File: src/rtl/refclk_select_consts.vh
`ifndef REFCLK_SELECT_CONSTS_VH
`define REFCLK_SELECT_CONSTS_VH

// Serial configuration word layout.
`define CFG_WORD_BITS 32
`define CFG_ADDR_MSB 4
`define CFG_ADDR_LSB 0
`define ADDR_LOCK_PIN_SYNC_HOLDOVER 5'h0c
`define ADDR_STATUS_PINS_REFSEL 5'h0d
`define ADDR_LOSS_TIMEOUT_INPUT 5'h0e

// lock_pin_sync_holdover_cfg fields.
`define LOCK_SRC_MSB 31
`define LOCK_SRC_LSB 27
`define LOCK_TYPE_MSB 26
`define LOCK_TYPE_LSB 24
`define SYNC_LOOP2_BIT 23
`define SYNC_LOOP1_BIT 22
`define TRACK_EN_BIT 8
`define HOLD_MODE_MSB 7
`define HOLD_MODE_LSB 6

// status_pins_refsel_cfg fields.
`define HOLD_SRC_MSB 31
`define HOLD_SRC_LSB 27
`define HOLD_TYPE_MSB 26
`define HOLD_TYPE_LSB 24
`define IN1_SRC_MSB 22
`define IN1_SRC_LSB 20
`define IN0_TYPE_MSB 18
`define IN0_TYPE_LSB 16
`define LOCK_LOSS_DIS_BIT 15
`define IN0_SRC_MSB 14
`define IN0_SRC_LSB 12
`define REF_MODE_MSB 11
`define REF_MODE_LSB 9
`define SEL_POL_BIT 8
`define REF_EN_MSB 7
`define REF_EN_LSB 5

// loss_timeout_input_cfg fields.
`define LOS_TIME_MSB 31
`define LOS_TIME_LSB 30
`define LOS_EN_BIT 28
`define IN1_TYPE_MSB 26
`define IN1_TYPE_LSB 24

// Reset values of the three configuration words.
`define RST_LOCK_PIN_SYNC_HOLDOVER 32'h1b000080
`define RST_STATUS_PINS_REFSEL 32'h230000e0
`define RST_LOSS_TIMEOUT_INPUT 32'h00000000

// Pin IO type codes.
`define IO_PUSH_PULL 3'h3
`define IO_PUSH_PULL_INV 3'h4
`define IO_OPEN_SOURCE 3'h5
`define IO_OPEN_DRAIN 3'h6

// Reference selection modes and the holdover-enabled code.
`define MODE_PIN_SELECT 3'h3
`define MODE_AUTO 3'h4
`define MODE_AUTO_PIN_NEXT 3'h6
`define HOLD_MODE_ENABLED 2'h2

// Loss-of-signal timeouts in picoseconds and the clock period.
`define CLK_PERIOD_PS 10000
`define LOS_TIME0_PS 1200000
`define LOS_TIME1_PS 206000
`define LOS_TIME2_PS 52900
`define LOS_TIME3_PS 23700
`define LOS_CYCLES(ps) (((ps) + `CLK_PERIOD_PS - 1) / `CLK_PERIOD_PS)

// Readback position of the tracked DAC count.
`define RB_DAC_LSB 14

`endif

File: src/rtl/loss_signal_detector.v
`timescale 1ns/1ps
module loss_signal_detector #(
  parameter CNT_W = 8
) (
  input wire clk_sys,
  input wire rst_n,
  input wire refIn,
  input wire enable,
  input wire [CNT_W-1:0] limit,
  output reg lossOfSignal
);

  reg [2:0] refSync_r;
  reg [CNT_W-1:0] idleCnt_r;
  wire refEdge;

  // Any transition counts as activity, so a stuck-high input also times out.
  assign refEdge = refSync_r[2] ^ refSync_r[1];

  always @(posedge clk_sys) begin
    if (!rst_n) begin
      refSync_r <= 3'h0;
      idleCnt_r <= {CNT_W{1'b0}};
      lossOfSignal <= 1'b0;
    end else begin
      refSync_r <= {refSync_r[1:0], refIn};
      if (!enable || refEdge) begin // [RL21]
        idleCnt_r <= {CNT_W{1'b0}};
        lossOfSignal <= 1'b0;
      end else if (idleCnt_r >= limit) begin
        lossOfSignal <= 1'b1; // [RL20]
      end else begin
        idleCnt_r <= idleCnt_r + {{(CNT_W-1){1'b0}}, 1'b1};
      end
    end
  end

endmodule // loss_signal_detector

File: src/rtl/refclk_select_status_pins.v
// Overview of operation
// RL1: Lock pin IO type: 3,4,5,6 output kinds.
// RL2: Forced sync held until chosen loops lock.
// RL3: Software keeps sync qualification cleared then.
// RL4: Tracking bit makes DAC follow loop one.
// RL5: Tracked DAC count always readable while tracking.
// RL6: Holdover field: 1 disables, 2 enables.
// RL7: Holdover pin source select picks status signal.
// RL8: Loop-two R sources need lock source not 2/3.
// RL9: IO type 3 active high, 4 inverted.
// RL10: Holdover pin IO type: 3,4,5,6 output kinds.
// RL11: Input status pins source: LOS, selected, DAC.
// RL12: Input-type status pin ignores its source select.
// RL13: Input-0 status pin IO type incl. inputs.
// RL14: Loop-one lock loss causes switch and holdover.
// RL15: Software disables lock-loss detect in pin mode.
// RL16: Reference mode: manual, pin, auto, auto-pin.
// RL17: Polarity bit inverts the select pin inputs.
// RL18: Only enabled inputs join automatic switching.
// RL19: Auto switching cycles input 0, 1, 2.
// RL20: LOS after selected idle timeout.
// RL21: LOS detection only when enable bit set.
// RL22: Settings change only on complete latched word.
`timescale 1ns/1ps
`include "refclk_select_consts.vh"
module refclk_select_status_pins #(
  parameter DAC_W = 10,
  parameter CNT_W = 8
) (
  input wire clk_sys,
  input wire rst_n,
  input wire cfgClk,
  input wire cfgData,
  input wire cfgLatch,
  input wire [2:0] refClkIn,
  input wire loop1Lock,
  input wire loop2Lock,
  input wire dacLocked,
  input wire dacRail,
  input wire dacLow,
  input wire dacHigh,
  input wire [DAC_W-1:0] loop1TuneCode,
  input wire [3:0] dividerTap,
  input wire status0In,
  input wire status1In,
  output reg syncAssert,
  output reg holdoverActive,
  output reg [1:0] activeInput,
  output reg [DAC_W-1:0] trackedDacCount,
  output reg readbackOut,
  output reg lockPinOut,
  output reg lockPinOe,
  output reg holdoverPinOut,
  output reg holdoverPinOe,
  output reg status0Out,
  output reg status0Oe,
  output reg status1Out,
  output reg status1Oe,
  output wire [2:0] lossOfSignal
);

  ////////////////////////////////////////////////////////////////////////////
  // Decode helpers.

  // Returns {oe, out} for a pin of the given IO type carrying value v.
  function [1:0] pinDrive;
    input [2:0] ioType;
    input v;
    begin
      case (ioType)
        `IO_PUSH_PULL: pinDrive = {1'b1, v}; // [RL9]
        `IO_PUSH_PULL_INV: pinDrive = {1'b1, ~v}; // [RL9]
        `IO_OPEN_SOURCE: pinDrive = {v, 1'b1};
        `IO_OPEN_DRAIN: pinDrive = {~v, 1'b0};
        default: pinDrive = 2'h0; // [RL12]
      endcase
    end
  endfunction

  // Five-bit source select shared by the lock and holdover pins.
  function statusSource;
    input [4:0] sel;
    input [15:0] src;
    begin
      case (sel)
        5'h00: statusSource = 1'b0;
        5'h01: statusSource = src[0];
        5'h02: statusSource = src[1];
        5'h03: statusSource = src[0] & src[1];
        5'h04: statusSource = src[2];
        5'h05: statusSource = src[3];
        5'h07: statusSource = src[4];
        5'h08: statusSource = src[5];
        5'h09: statusSource = src[6];
        5'h0a: statusSource = src[7];
        5'h0b: statusSource = src[8];
        5'h0c: statusSource = src[9];
        5'h0d: statusSource = src[10];
        5'h0e: statusSource = src[11];
        5'h0f: statusSource = src[12];
        5'h10: statusSource = src[13];
        5'h11: statusSource = src[14];
        5'h12: statusSource = src[15];
        default: statusSource = 1'b0;
      endcase
    end
  endfunction

  // Three-bit source select of an input-status pin.
  function inputSource;
    input [2:0] sel;
    input los;
    input chosen;
    begin
      case (sel)
        3'h0: inputSource = 1'b0;
        3'h1: inputSource = los;
        3'h2: inputSource = chosen;
        3'h3: inputSource = dacLocked;
        3'h4: inputSource = dacLow;
        3'h5: inputSource = dacHigh;
        3'h6: inputSource = readbackOut;
        default: inputSource = 1'b0;
      endcase
    end
  endfunction

  // Next enabled input in the fixed cycle 0, 1, 2, 0.
  function [1:0] nextInput;
    input [1:0] cur;
    input [2:0] en;
    reg [1:0] c;
    reg found;
    integer i;
    begin
      c = cur;
      found = 1'b0;
      nextInput = cur;
      for (i = 0; i < 3; i = i + 1) begin
        c = (c == 2'h2) ? 2'h0 : c + 2'h1; // [RL19]
        if (!found && en[c]) begin // [RL18]
          nextInput = c;
          found = 1'b1;
        end
      end
    end
  endfunction

  ////////////////////////////////////////////////////////////////////////////
  // Serial configuration port.

  reg [31:0] lockCfg_r;
  reg [31:0] pinsCfg_r;
  reg [31:0] losCfg_r;
  reg [31:0] shift_r;
  reg [5:0] bitCnt_r;
  reg [31:0] rbShift_r;
  reg [2:0] cfgSync1_r;
  reg [2:0] cfgSync2_r;
  reg cfgClkD_r;
  reg cfgLatchD_r;
  wire cfgClkRise;
  wire cfgLatchRise;
  wire wordDone;
  wire [4:0] wordAddr;

  assign cfgClkRise = cfgSync2_r[0] & ~cfgClkD_r;
  assign cfgLatchRise = cfgSync2_r[2] & ~cfgLatchD_r;
  assign wordDone = (bitCnt_r == `CFG_WORD_BITS);
  assign wordAddr = shift_r[`CFG_ADDR_MSB:`CFG_ADDR_LSB];

  always @(posedge clk_sys) begin
    if (!rst_n) begin
      cfgSync1_r <= 3'h0;
      cfgSync2_r <= 3'h0;
      cfgClkD_r <= 1'b0;
      cfgLatchD_r <= 1'b0;
      shift_r <= 32'h0;
      bitCnt_r <= 6'h0;
      rbShift_r <= 32'h0;
      lockCfg_r <= `RST_LOCK_PIN_SYNC_HOLDOVER;
      pinsCfg_r <= `RST_STATUS_PINS_REFSEL;
      losCfg_r <= `RST_LOSS_TIMEOUT_INPUT;
    end else begin
      cfgSync1_r <= {cfgLatch, cfgData, cfgClk};
      cfgSync2_r <= cfgSync1_r;
      cfgClkD_r <= cfgSync2_r[0];
      cfgLatchD_r <= cfgSync2_r[2];
      if (cfgLatchRise) begin
        bitCnt_r <= 6'h0;
        // The tracked count is readable whatever the reference mode.
        rbShift_r <= {{(31-`RB_DAC_LSB-DAC_W+1){1'b0}},
          trackedDacCount, {`RB_DAC_LSB{1'b0}}}; // [RL5]
        if (wordDone) begin // [RL22]
          case (wordAddr)
            `ADDR_LOCK_PIN_SYNC_HOLDOVER: lockCfg_r <= shift_r;
            `ADDR_STATUS_PINS_REFSEL: pinsCfg_r <= shift_r;
            `ADDR_LOSS_TIMEOUT_INPUT: losCfg_r <= shift_r;
            default: ;
          endcase
        end
      end else if (cfgClkRise) begin
        shift_r <= {shift_r[30:0], cfgSync2_r[1]};
        rbShift_r <= {rbShift_r[30:0], 1'b0};
        if (!wordDone) begin
          bitCnt_r <= bitCnt_r + 6'h1;
        end
      end
    end
  end

  ////////////////////////////////////////////////////////////////////////////
  // Loss of signal on the three reference inputs.

  reg [31:0] losCycles;

  always @* begin
    case (losCfg_r[`LOS_TIME_MSB:`LOS_TIME_LSB]) // [RL20]
      2'h0: losCycles = `LOS_CYCLES(`LOS_TIME0_PS);
      2'h1: losCycles = `LOS_CYCLES(`LOS_TIME1_PS);
      2'h2: losCycles = `LOS_CYCLES(`LOS_TIME2_PS);
      default: losCycles = `LOS_CYCLES(`LOS_TIME3_PS);
    endcase
  end

  genvar g;
  generate
    for (g = 0; g < 3; g = g + 1) begin : losGen
      loss_signal_detector #(
        .CNT_W(CNT_W)
      ) losDet (
        .clk_sys(clk_sys),
        .rst_n(rst_n),
        .refIn(refClkIn[g]),
        .enable(losCfg_r[`LOS_EN_BIT]), // [RL21]
        .limit(losCycles[CNT_W-1:0]),
        .lossOfSignal(lossOfSignal[g])
      );
    end
  endgenerate

  ////////////////////////////////////////////////////////////////////////////
  // Divider taps and their halves.

  reg [3:0] tapD_r;
  reg [3:0] halfTap_r;

  generate
    for (g = 0; g < 4; g = g + 1) begin : halfGen
      always @(posedge clk_sys) begin
        if (!rst_n) begin
          tapD_r[g] <= 1'b0;
          halfTap_r[g] <= 1'b0;
        end else begin
          tapD_r[g] <= dividerTap[g];
          if (dividerTap[g] && !tapD_r[g]) begin
            halfTap_r[g] <= ~halfTap_r[g];
          end
        end
      end
    end
  endgenerate

  ////////////////////////////////////////////////////////////////////////////
  // Reference selection, holdover and DAC tracking.

  reg [1:0] stIn0_r;
  reg [1:0] stIn1_r;
  reg loop1LockD_r;
  reg [2:0] losD_r;
  wire [2:0] refMode;
  wire [2:0] refEn;
  wire lockLossEvent;
  wire losActiveEvent;
  wire switchEvent;
  wire [1:0] pinSel;
  wire in0IsInput;
  wire in1IsInput;

  assign refMode = pinsCfg_r[`REF_MODE_MSB:`REF_MODE_LSB];
  assign refEn = pinsCfg_r[`REF_EN_MSB:`REF_EN_LSB];
  assign in0IsInput = pinsCfg_r[`IN0_TYPE_MSB:`IN0_TYPE_LSB] <
    `IO_PUSH_PULL; // [RL13]
  assign in1IsInput = losCfg_r[`IN1_TYPE_MSB:`IN1_TYPE_LSB] < `IO_PUSH_PULL;
  assign pinSel = {in1IsInput & (stIn1_r[1] ^ pinsCfg_r[`SEL_POL_BIT]),
    in0IsInput & (stIn0_r[1] ^ pinsCfg_r[`SEL_POL_BIT])}; // [RL17]
  assign lockLossEvent = loop1LockD_r & ~loop1Lock &
    ~pinsCfg_r[`LOCK_LOSS_DIS_BIT]; // [RL14]
  assign losActiveEvent = lossOfSignal[activeInput] & ~losD_r[activeInput];
  assign switchEvent = lockLossEvent | losActiveEvent;

  always @(posedge clk_sys) begin
    if (!rst_n) begin
      stIn0_r <= 2'h0;
      stIn1_r <= 2'h0;
      loop1LockD_r <= 1'b0;
      losD_r <= 3'h0;
      activeInput <= 2'h0;
      holdoverActive <= 1'b0;
      trackedDacCount <= {DAC_W{1'b0}};
      syncAssert <= 1'b0;
    end else begin
      stIn0_r <= {stIn0_r[0], status0In};
      stIn1_r <= {stIn1_r[0], status1In};
      loop1LockD_r <= loop1Lock;
      losD_r <= lossOfSignal;
      case (refMode) // [RL16]
        3'h0, 3'h1, 3'h2: activeInput <= refMode[1:0];
        `MODE_PIN_SELECT: begin
          if (pinSel != 2'h3) begin
            activeInput <= pinSel;
          end
        end
        `MODE_AUTO: begin
          if (switchEvent) begin
            activeInput <= nextInput(activeInput, refEn); // [RL19]
          end
        end
        `MODE_AUTO_PIN_NEXT: begin
          if (switchEvent && pinSel != 2'h3 && refEn[pinSel]) begin
            activeInput <= pinSel;
          end
        end
        default: ;
      endcase
      // Holdover is left once loop one reports lock again.
      if (lockLossEvent && lockCfg_r[`HOLD_MODE_MSB:`HOLD_MODE_LSB] ==
          `HOLD_MODE_ENABLED) begin // [RL6] [RL14]
        holdoverActive <= 1'b1;
      end else if (loop1Lock ||
          lockCfg_r[`HOLD_MODE_MSB:`HOLD_MODE_LSB] != `HOLD_MODE_ENABLED) begin
        holdoverActive <= 1'b0;
      end
      // Freezing during holdover keeps the last good value for the DAC.
      if (lockCfg_r[`TRACK_EN_BIT] && !holdoverActive) begin // [RL4]
        trackedDacCount <= loop1TuneCode;
      end
      syncAssert <= (lockCfg_r[`SYNC_LOOP2_BIT] & ~loop2Lock) |
        (lockCfg_r[`SYNC_LOOP1_BIT] & ~loop1Lock); // [RL2]
    end
  end

  ////////////////////////////////////////////////////////////////////////////
  // Status pin drivers.

  wire [15:0] statusSrc;
  wire lockValue;
  wire holdValue;
  wire in0Value;
  wire in1Value;
  wire [1:0] lockDrive;
  wire [1:0] holdDrive;
  wire [1:0] in0Drive;
  wire [1:0] in1Drive;

  assign statusSrc = {halfTap_r[3], dividerTap[3], halfTap_r[2],
    dividerTap[2], halfTap_r[1], dividerTap[1], halfTap_r[0], dividerTap[0],
    dacHigh, dacLow, dacRail, readbackOut, dacLocked, holdoverActive,
    loop2Lock, loop1Lock};
  assign lockValue = statusSource(lockCfg_r[`LOCK_SRC_MSB:`LOCK_SRC_LSB],
    statusSrc);
  assign holdValue = statusSource(pinsCfg_r[`HOLD_SRC_MSB:`HOLD_SRC_LSB],
    statusSrc); // [RL7]
  assign in0Value = inputSource(pinsCfg_r[`IN0_SRC_MSB:`IN0_SRC_LSB],
    lossOfSignal[0], activeInput == 2'h0); // [RL11]
  assign in1Value = inputSource(pinsCfg_r[`IN1_SRC_MSB:`IN1_SRC_LSB],
    lossOfSignal[1], activeInput == 2'h1); // [RL11]
  assign lockDrive = pinDrive(lockCfg_r[`LOCK_TYPE_MSB:`LOCK_TYPE_LSB],
    lockValue); // [RL1]
  assign holdDrive = pinDrive(pinsCfg_r[`HOLD_TYPE_MSB:`HOLD_TYPE_LSB],
    holdValue); // [RL10]
  assign in0Drive = pinDrive(pinsCfg_r[`IN0_TYPE_MSB:`IN0_TYPE_LSB],
    in0Value); // [RL12] [RL13]
  assign in1Drive = pinDrive(losCfg_r[`IN1_TYPE_MSB:`IN1_TYPE_LSB],
    in1Value); // [RL12]

  always @(posedge clk_sys) begin
    if (!rst_n) begin
      readbackOut <= 1'b0;
      {lockPinOe, lockPinOut} <= 2'h0;
      {holdoverPinOe, holdoverPinOut} <= 2'h0;
      {status0Oe, status0Out} <= 2'h0;
      {status1Oe, status1Out} <= 2'h0;
    end else begin
      readbackOut <= rbShift_r[31];
      {lockPinOe, lockPinOut} <= lockDrive;
      {holdoverPinOe, holdoverPinOut} <= holdDrive;
      {status0Oe, status0Out} <= in0Drive;
      {status1Oe, status1Out} <= in1Drive;
    end
  end

endmodule // refclk_select_status_pins

File: config.mk
export PLATFORM = sky130hd
export DESIGN_NAME = refclk_select_status_pins
export DESIGN_NICKNAME = d
export VERILOG_FILES = /design/src/rtl/loss_signal_detector.v /design/src/rtl/refclk_select_status_pins.v
export VERILOG_INCLUDE_DIRS = /design/src /design/src/rtl
export SDC_FILE = /design/constraint.sdc
export NUM_CORES = 1
export LEC_CHECK = 0
export ABC_AREA = 1
export BUFFER_PORTS_ARGS = -buffer_cell sky130_fd_sc_hd__clkbuf_2
export CAP_MARGIN = 30
export CORE_AREA = 2 2 174 176
export DETAILED_ROUTE_END_ITERATION = 10
export DIE_AREA = 0 0 176 178
export PLACE_DENSITY = 0.48
export SETUP_SLACK_MARGIN = 0.4
export SYNTH_ARGS = -nofsm -noshare
export SYNTH_HDL_FRONTEND = slang
export SYNTH_HIERARCHICAL = 1
export SYNTH_SLANG_ARGS = --single-unit
File: constraint.sdc
create_clock -name clk_sys -period 1.85 [get_ports clk_sys]
set_input_delay 0.0925 -clock clk_sys [delete_from_list [all_inputs] [get_ports clk_sys]]
set_output_delay 0.0925 -clock clk_sys [all_outputs]
set_load 0.1 [all_outputs]
==> out/qor.txt <==
Clk pwr share = 0.440
area of the mapped netlist = 8678 sq um
placed wire-length estimate = 15070 um
slew of the pin with the lowest slew margin = 0.6186 ns
R2R setup slack = -0.13 ns
Comb power frac = 0.054
part of the cycle the worst path needs = 1.071
GRT Total Usage = 0.1524
IO Port Bufs = 55
startpoint of the most critical register-to-register path = losCfg_r[30]$_SDFFE_PN0P_
sort of element at the end of the critical path = flop
uppermost layer routed = met4
PwrDens = 649.4 nW/um^2
Final Hold Violating Endpoints = 0
CTS root buffer = sky130_fd_sc_hd__clkbuf_16
mean area per synthesized cell = 7.160 sq um
wire per inst = 13.40 um
maximum fanout encountered on the critical timing path = 6
level count of the clock H-tree = 4
register bit total from synthesis = 183
CP arrival = 2.31 ns
outcome = finished with violations
Clock Path Buffers = 2
vias in the first global route = 7534
Post-Place Worst Slack = -0.1214 ns
initial antenna violation count = 0
startpoint of the most critical hold path = loop2Lock
Cells after Synth = 1212
total met2 wirelength after detailed routing = 11370 um
max cap viols = 0
sum of overflow across all layers after global routing = 0
multi-input gate area in the final layout = 5386 sq um
routed via count divided by cell count = 4.602
pin count of the biggest net entering global routing = 77
count of clock tree sinks = 183
horizontal extent of the die = 176 um
distinct cell type count after synthesis = 43
unrepaired setup endpoints after global routing = true
minimum clock period = 1.981 ns
skew final = 0.009178 ns
smallest hold slack = 0.07392 ns
critical path startpoint = losCfg_r[30]$_SDFFE_PN0P_
final net count = 1435
WL met1 = 11260 um
kind of start point of the critical path = flop
area of the die = 31330 sq um
# rows = 63
clock tree from TritonCTS = built
Initial Utilization = 0.2952
Rel. slew slack = 0.5864
via count = 8160
clock slew at reported path FFs = 0.07 ns
fraction of final layout cells sized beyond drive strength 1 = 0.3362
Worst Setup Path Type = reg2reg
first-pass GRT wire length = 38150 um
number of max-slew violations in the final report = 0
top_reg_cell synth = sky130_fd_sc_hd__dfxtp_1
Routed Antenna Nets = 0
violated checks = negative setup slack
standard cell area after detailed placement = 9719 sq um
final setup violation count = 27
Placer Congestion = 0.8184
height of the die = 178 um
Sequential Power Share = 0.506
finished layout cell area = 12350 sq um
highest-count cells in the layout ignoring fill and taps = 227 x sky130_fd_sc_hd__nand2_1, 158 x sky130_fd_sc_hd__dfxtp_1, 123 x sky130_fd_sc_hd__inv_1, 115 x sky130_fd_sc_hd__nor2_1, 60 x sky130_fd_sc_hd__a21oi_1
number of synthesis warnings = 6
static power due to leakage = 5.568 nW
share of flip-flops with an asynchronous set or reset = 0
final wirelength = 23750 um
fraction of the yosys area taken by sequential cells = 0.4221
Storage cell area = 3727 sq um
length of the first detailed-routing pass in iterations = 4
Top Ports = 56
post-route worst setup slack = -0.1307 ns
ant diodes = 0
fraction of post-synthesis cell area in the top cell type by area = 0.4221
fill cell total of the finished layout = 2950
area growth from synthesis to final layout = 42.29%
total DRC errors in the routed layout = 0
total length of routed met3 wires = 791 um
Num CTS Buffers = 17
Clk Latency, worst-skew pair = 0.44 ns
data required time at the worst endpoint = 2.18 ns
top achievable clock speed = 504.9 MHz
most common cell after layout, fill and taps aside = sky130_fd_sc_hd__nand2_1
biggest area contributors in the synthesized netlist = sky130_fd_sc_hd__dfxtp_1 42%, sky130_fd_sc_hd__nand2_1 12%, sky130_fd_sc_hd__inv_1 6.3%, sky130_fd_sc_hd__nor2_1 6.1%, sky130_fd_sc_hd__a21oi_1 5.4%
EDFF count, synth = 0
DR iter-0 viols = 463
placeable core region = 29400 sq um
cell internal power dissipation = 0.006107 W
net switching power = 0.001913 W
most area-hungry cell type in the Yosys netlist = sky130_fd_sc_hd__dfxtp_1
largest voltage drop on the vdd net = 0.0006240 V
net switching fraction of the power = 0.2385
Hold Crit Class = in2reg
## critical path, cell delays in order, from the launching register on
cell                       delay [ns]
sky130_fd_sc_hd__dfxtp_4         0.38
sky130_fd_sc_hd__inv_4           0.06
sky130_fd_sc_hd__ha_4            0.15
sky130_fd_sc_hd__or2_4           0.27
sky130_fd_sc_hd__inv_2           0.07
sky130_fd_sc_hd__ha_4            0.20
sky130_fd_sc_hd__nand2_2         0.05
sky130_fd_sc_hd__nor2_1          0.04
sky130_fd_sc_hd__nor2_1          0.13
sky130_fd_sc_hd__nand2_2         0.10
sky130_fd_sc_hd__nand2_4         0.16
sky130_fd_sc_hd__nand2_8         0.10
sky130_fd_sc_hd__o21bai_1        0.13
sky130_fd_sc_hd__inv_1           0.04
## timing repair
item,CTS,global route
resized for setup,155,214
endpoints found under the setup margin,87,110
hold endpoints to repair,25,0
pin swaps,55,67
hold buffers,23,0
gates cloned,15,2
setup buffers,25,17
## power by group through the flow
stage / combinational [W] / sequential, W / clock, W
3_5_place_dp: 0.000355 / 0.00415 / 0
3_3_place_gp: 0.000353 / 0.00415 / 0
2_1_floorplan: 0.000192 / 0.00416 / 0
5_1_grt: 0.000488 / 0.00407 / 0.00380
6_report: 0.000433 / 0.00406 / 0.00353
4_1_cts: 0.000420 / 0.00407 / 0.00366
## metal layers
metal	global-route usage	vias up
met5	0	-
met2	0.2533	125
met1	0.2003	3766
met3	0.03240	24
li1	-	4245
met4	0.04201	0
## final timing paths
path                                                      to  depth (start not counted)
hold reg to reg     losGen[0].losDet/refSync_r[1]$_SDFF_PN0_                          2
setup / recovery  losGen[2].losDet/lossOfSignal$_SDFFE_PP0P_                         13
setup reg to reg  losGen[2].losDet/lossOfSignal$_SDFFE_PP0P_                         13
hold / removal                         syncAssert$_SDFF_PN0_                          3
## per-stage QoR
stage | power, W | cells | util | TNS [ns]
floorplan | 0.004354 | 1214 | - | 0
global placement | 0.004502 | 1661 | 0.3306 | -1.050
detailed placement | 0.004505 | 1661 | 0.3306 | -2.009
CTS | 0.008146 | 1754 | 0.3901 | -0.2370
global route | 0.008354 | 1773 | 0.4200 | -4.495
finish | 0.008019 | 1773 | 0.4200 | -1.864
## cell usage after synthesis (13+ instances only)
cell and n:
sky130_fd_sc_hd__nand3_1 74, sky130_fd_sc_hd__nor2_1 142, sky130_fd_sc_hd__inv_1 145, sky130_fd_sc_hd__o21ai_0 84, sky130_fd_sc_hd__clkbuf_1 18, sky130_fd_sc_hd__dfxtp_1 183
sky130_fd_sc_hd__ha_1 33, sky130_fd_sc_hd__o211ai_1 13, sky130_fd_sc_hd__nand2_2 13, sky130_fd_sc_hd__a21oi_1 93, sky130_fd_sc_hd__nand2_1 274, sky130_fd_sc_hd__inv_2 15
sky130_fd_sc_hd__nor3_1 16
## cell type report
type,count,area share
Timing Repair inverter,3,0.002938
Inverter,162,0.05431
Tap cell,390,0.03952
Multi-Input combinational cell,844,0.4362
Clock inverter,7,0.005573
Sequential cell,183,0.3019
Timing Repair Buffer,161,0.1209
Clock buffer,23,0.03871
## kinds of logic (layout without fill, tap and decap cells)
kind of cell,count (synthesis),count (layout),share of synthesized area
AO/OA/AOI/OAI,224,224,0.1426
XOR/XNOR,11,11,0.01110
adder cells (fa/ha/maj),33,33,0.04758
buffers and inverters,194,356,0.08867
flip-flops,183,183,0.4221
other,1,3,0.0004321
AND/OR/NAND/NOR,566,573,0.2875
## state kept, by name, summed over array words and instances (netlist names), 2 cells and up
signal / cells
tapD_r: 4
trackedDacCount: 10
losCfg_r: 6
bitCnt_r: 6
stIn1_r: 2
cfgSync1_r: 3
halfTap_r: 4
rbShift_r: 18
pinsCfg_r: 25
losGen.losDet/lossOfSignal: 3
shift_r: 32
losD_r: 3
stIn0_r: 2
lockCfg_r: 13
losGen.losDet/refSync_r: 9
cfgSync2_r: 3
activeInput: 2
losGen.losDet/idleCnt_r: 24
Note: power is estimated with default switching activity, not from simulation.
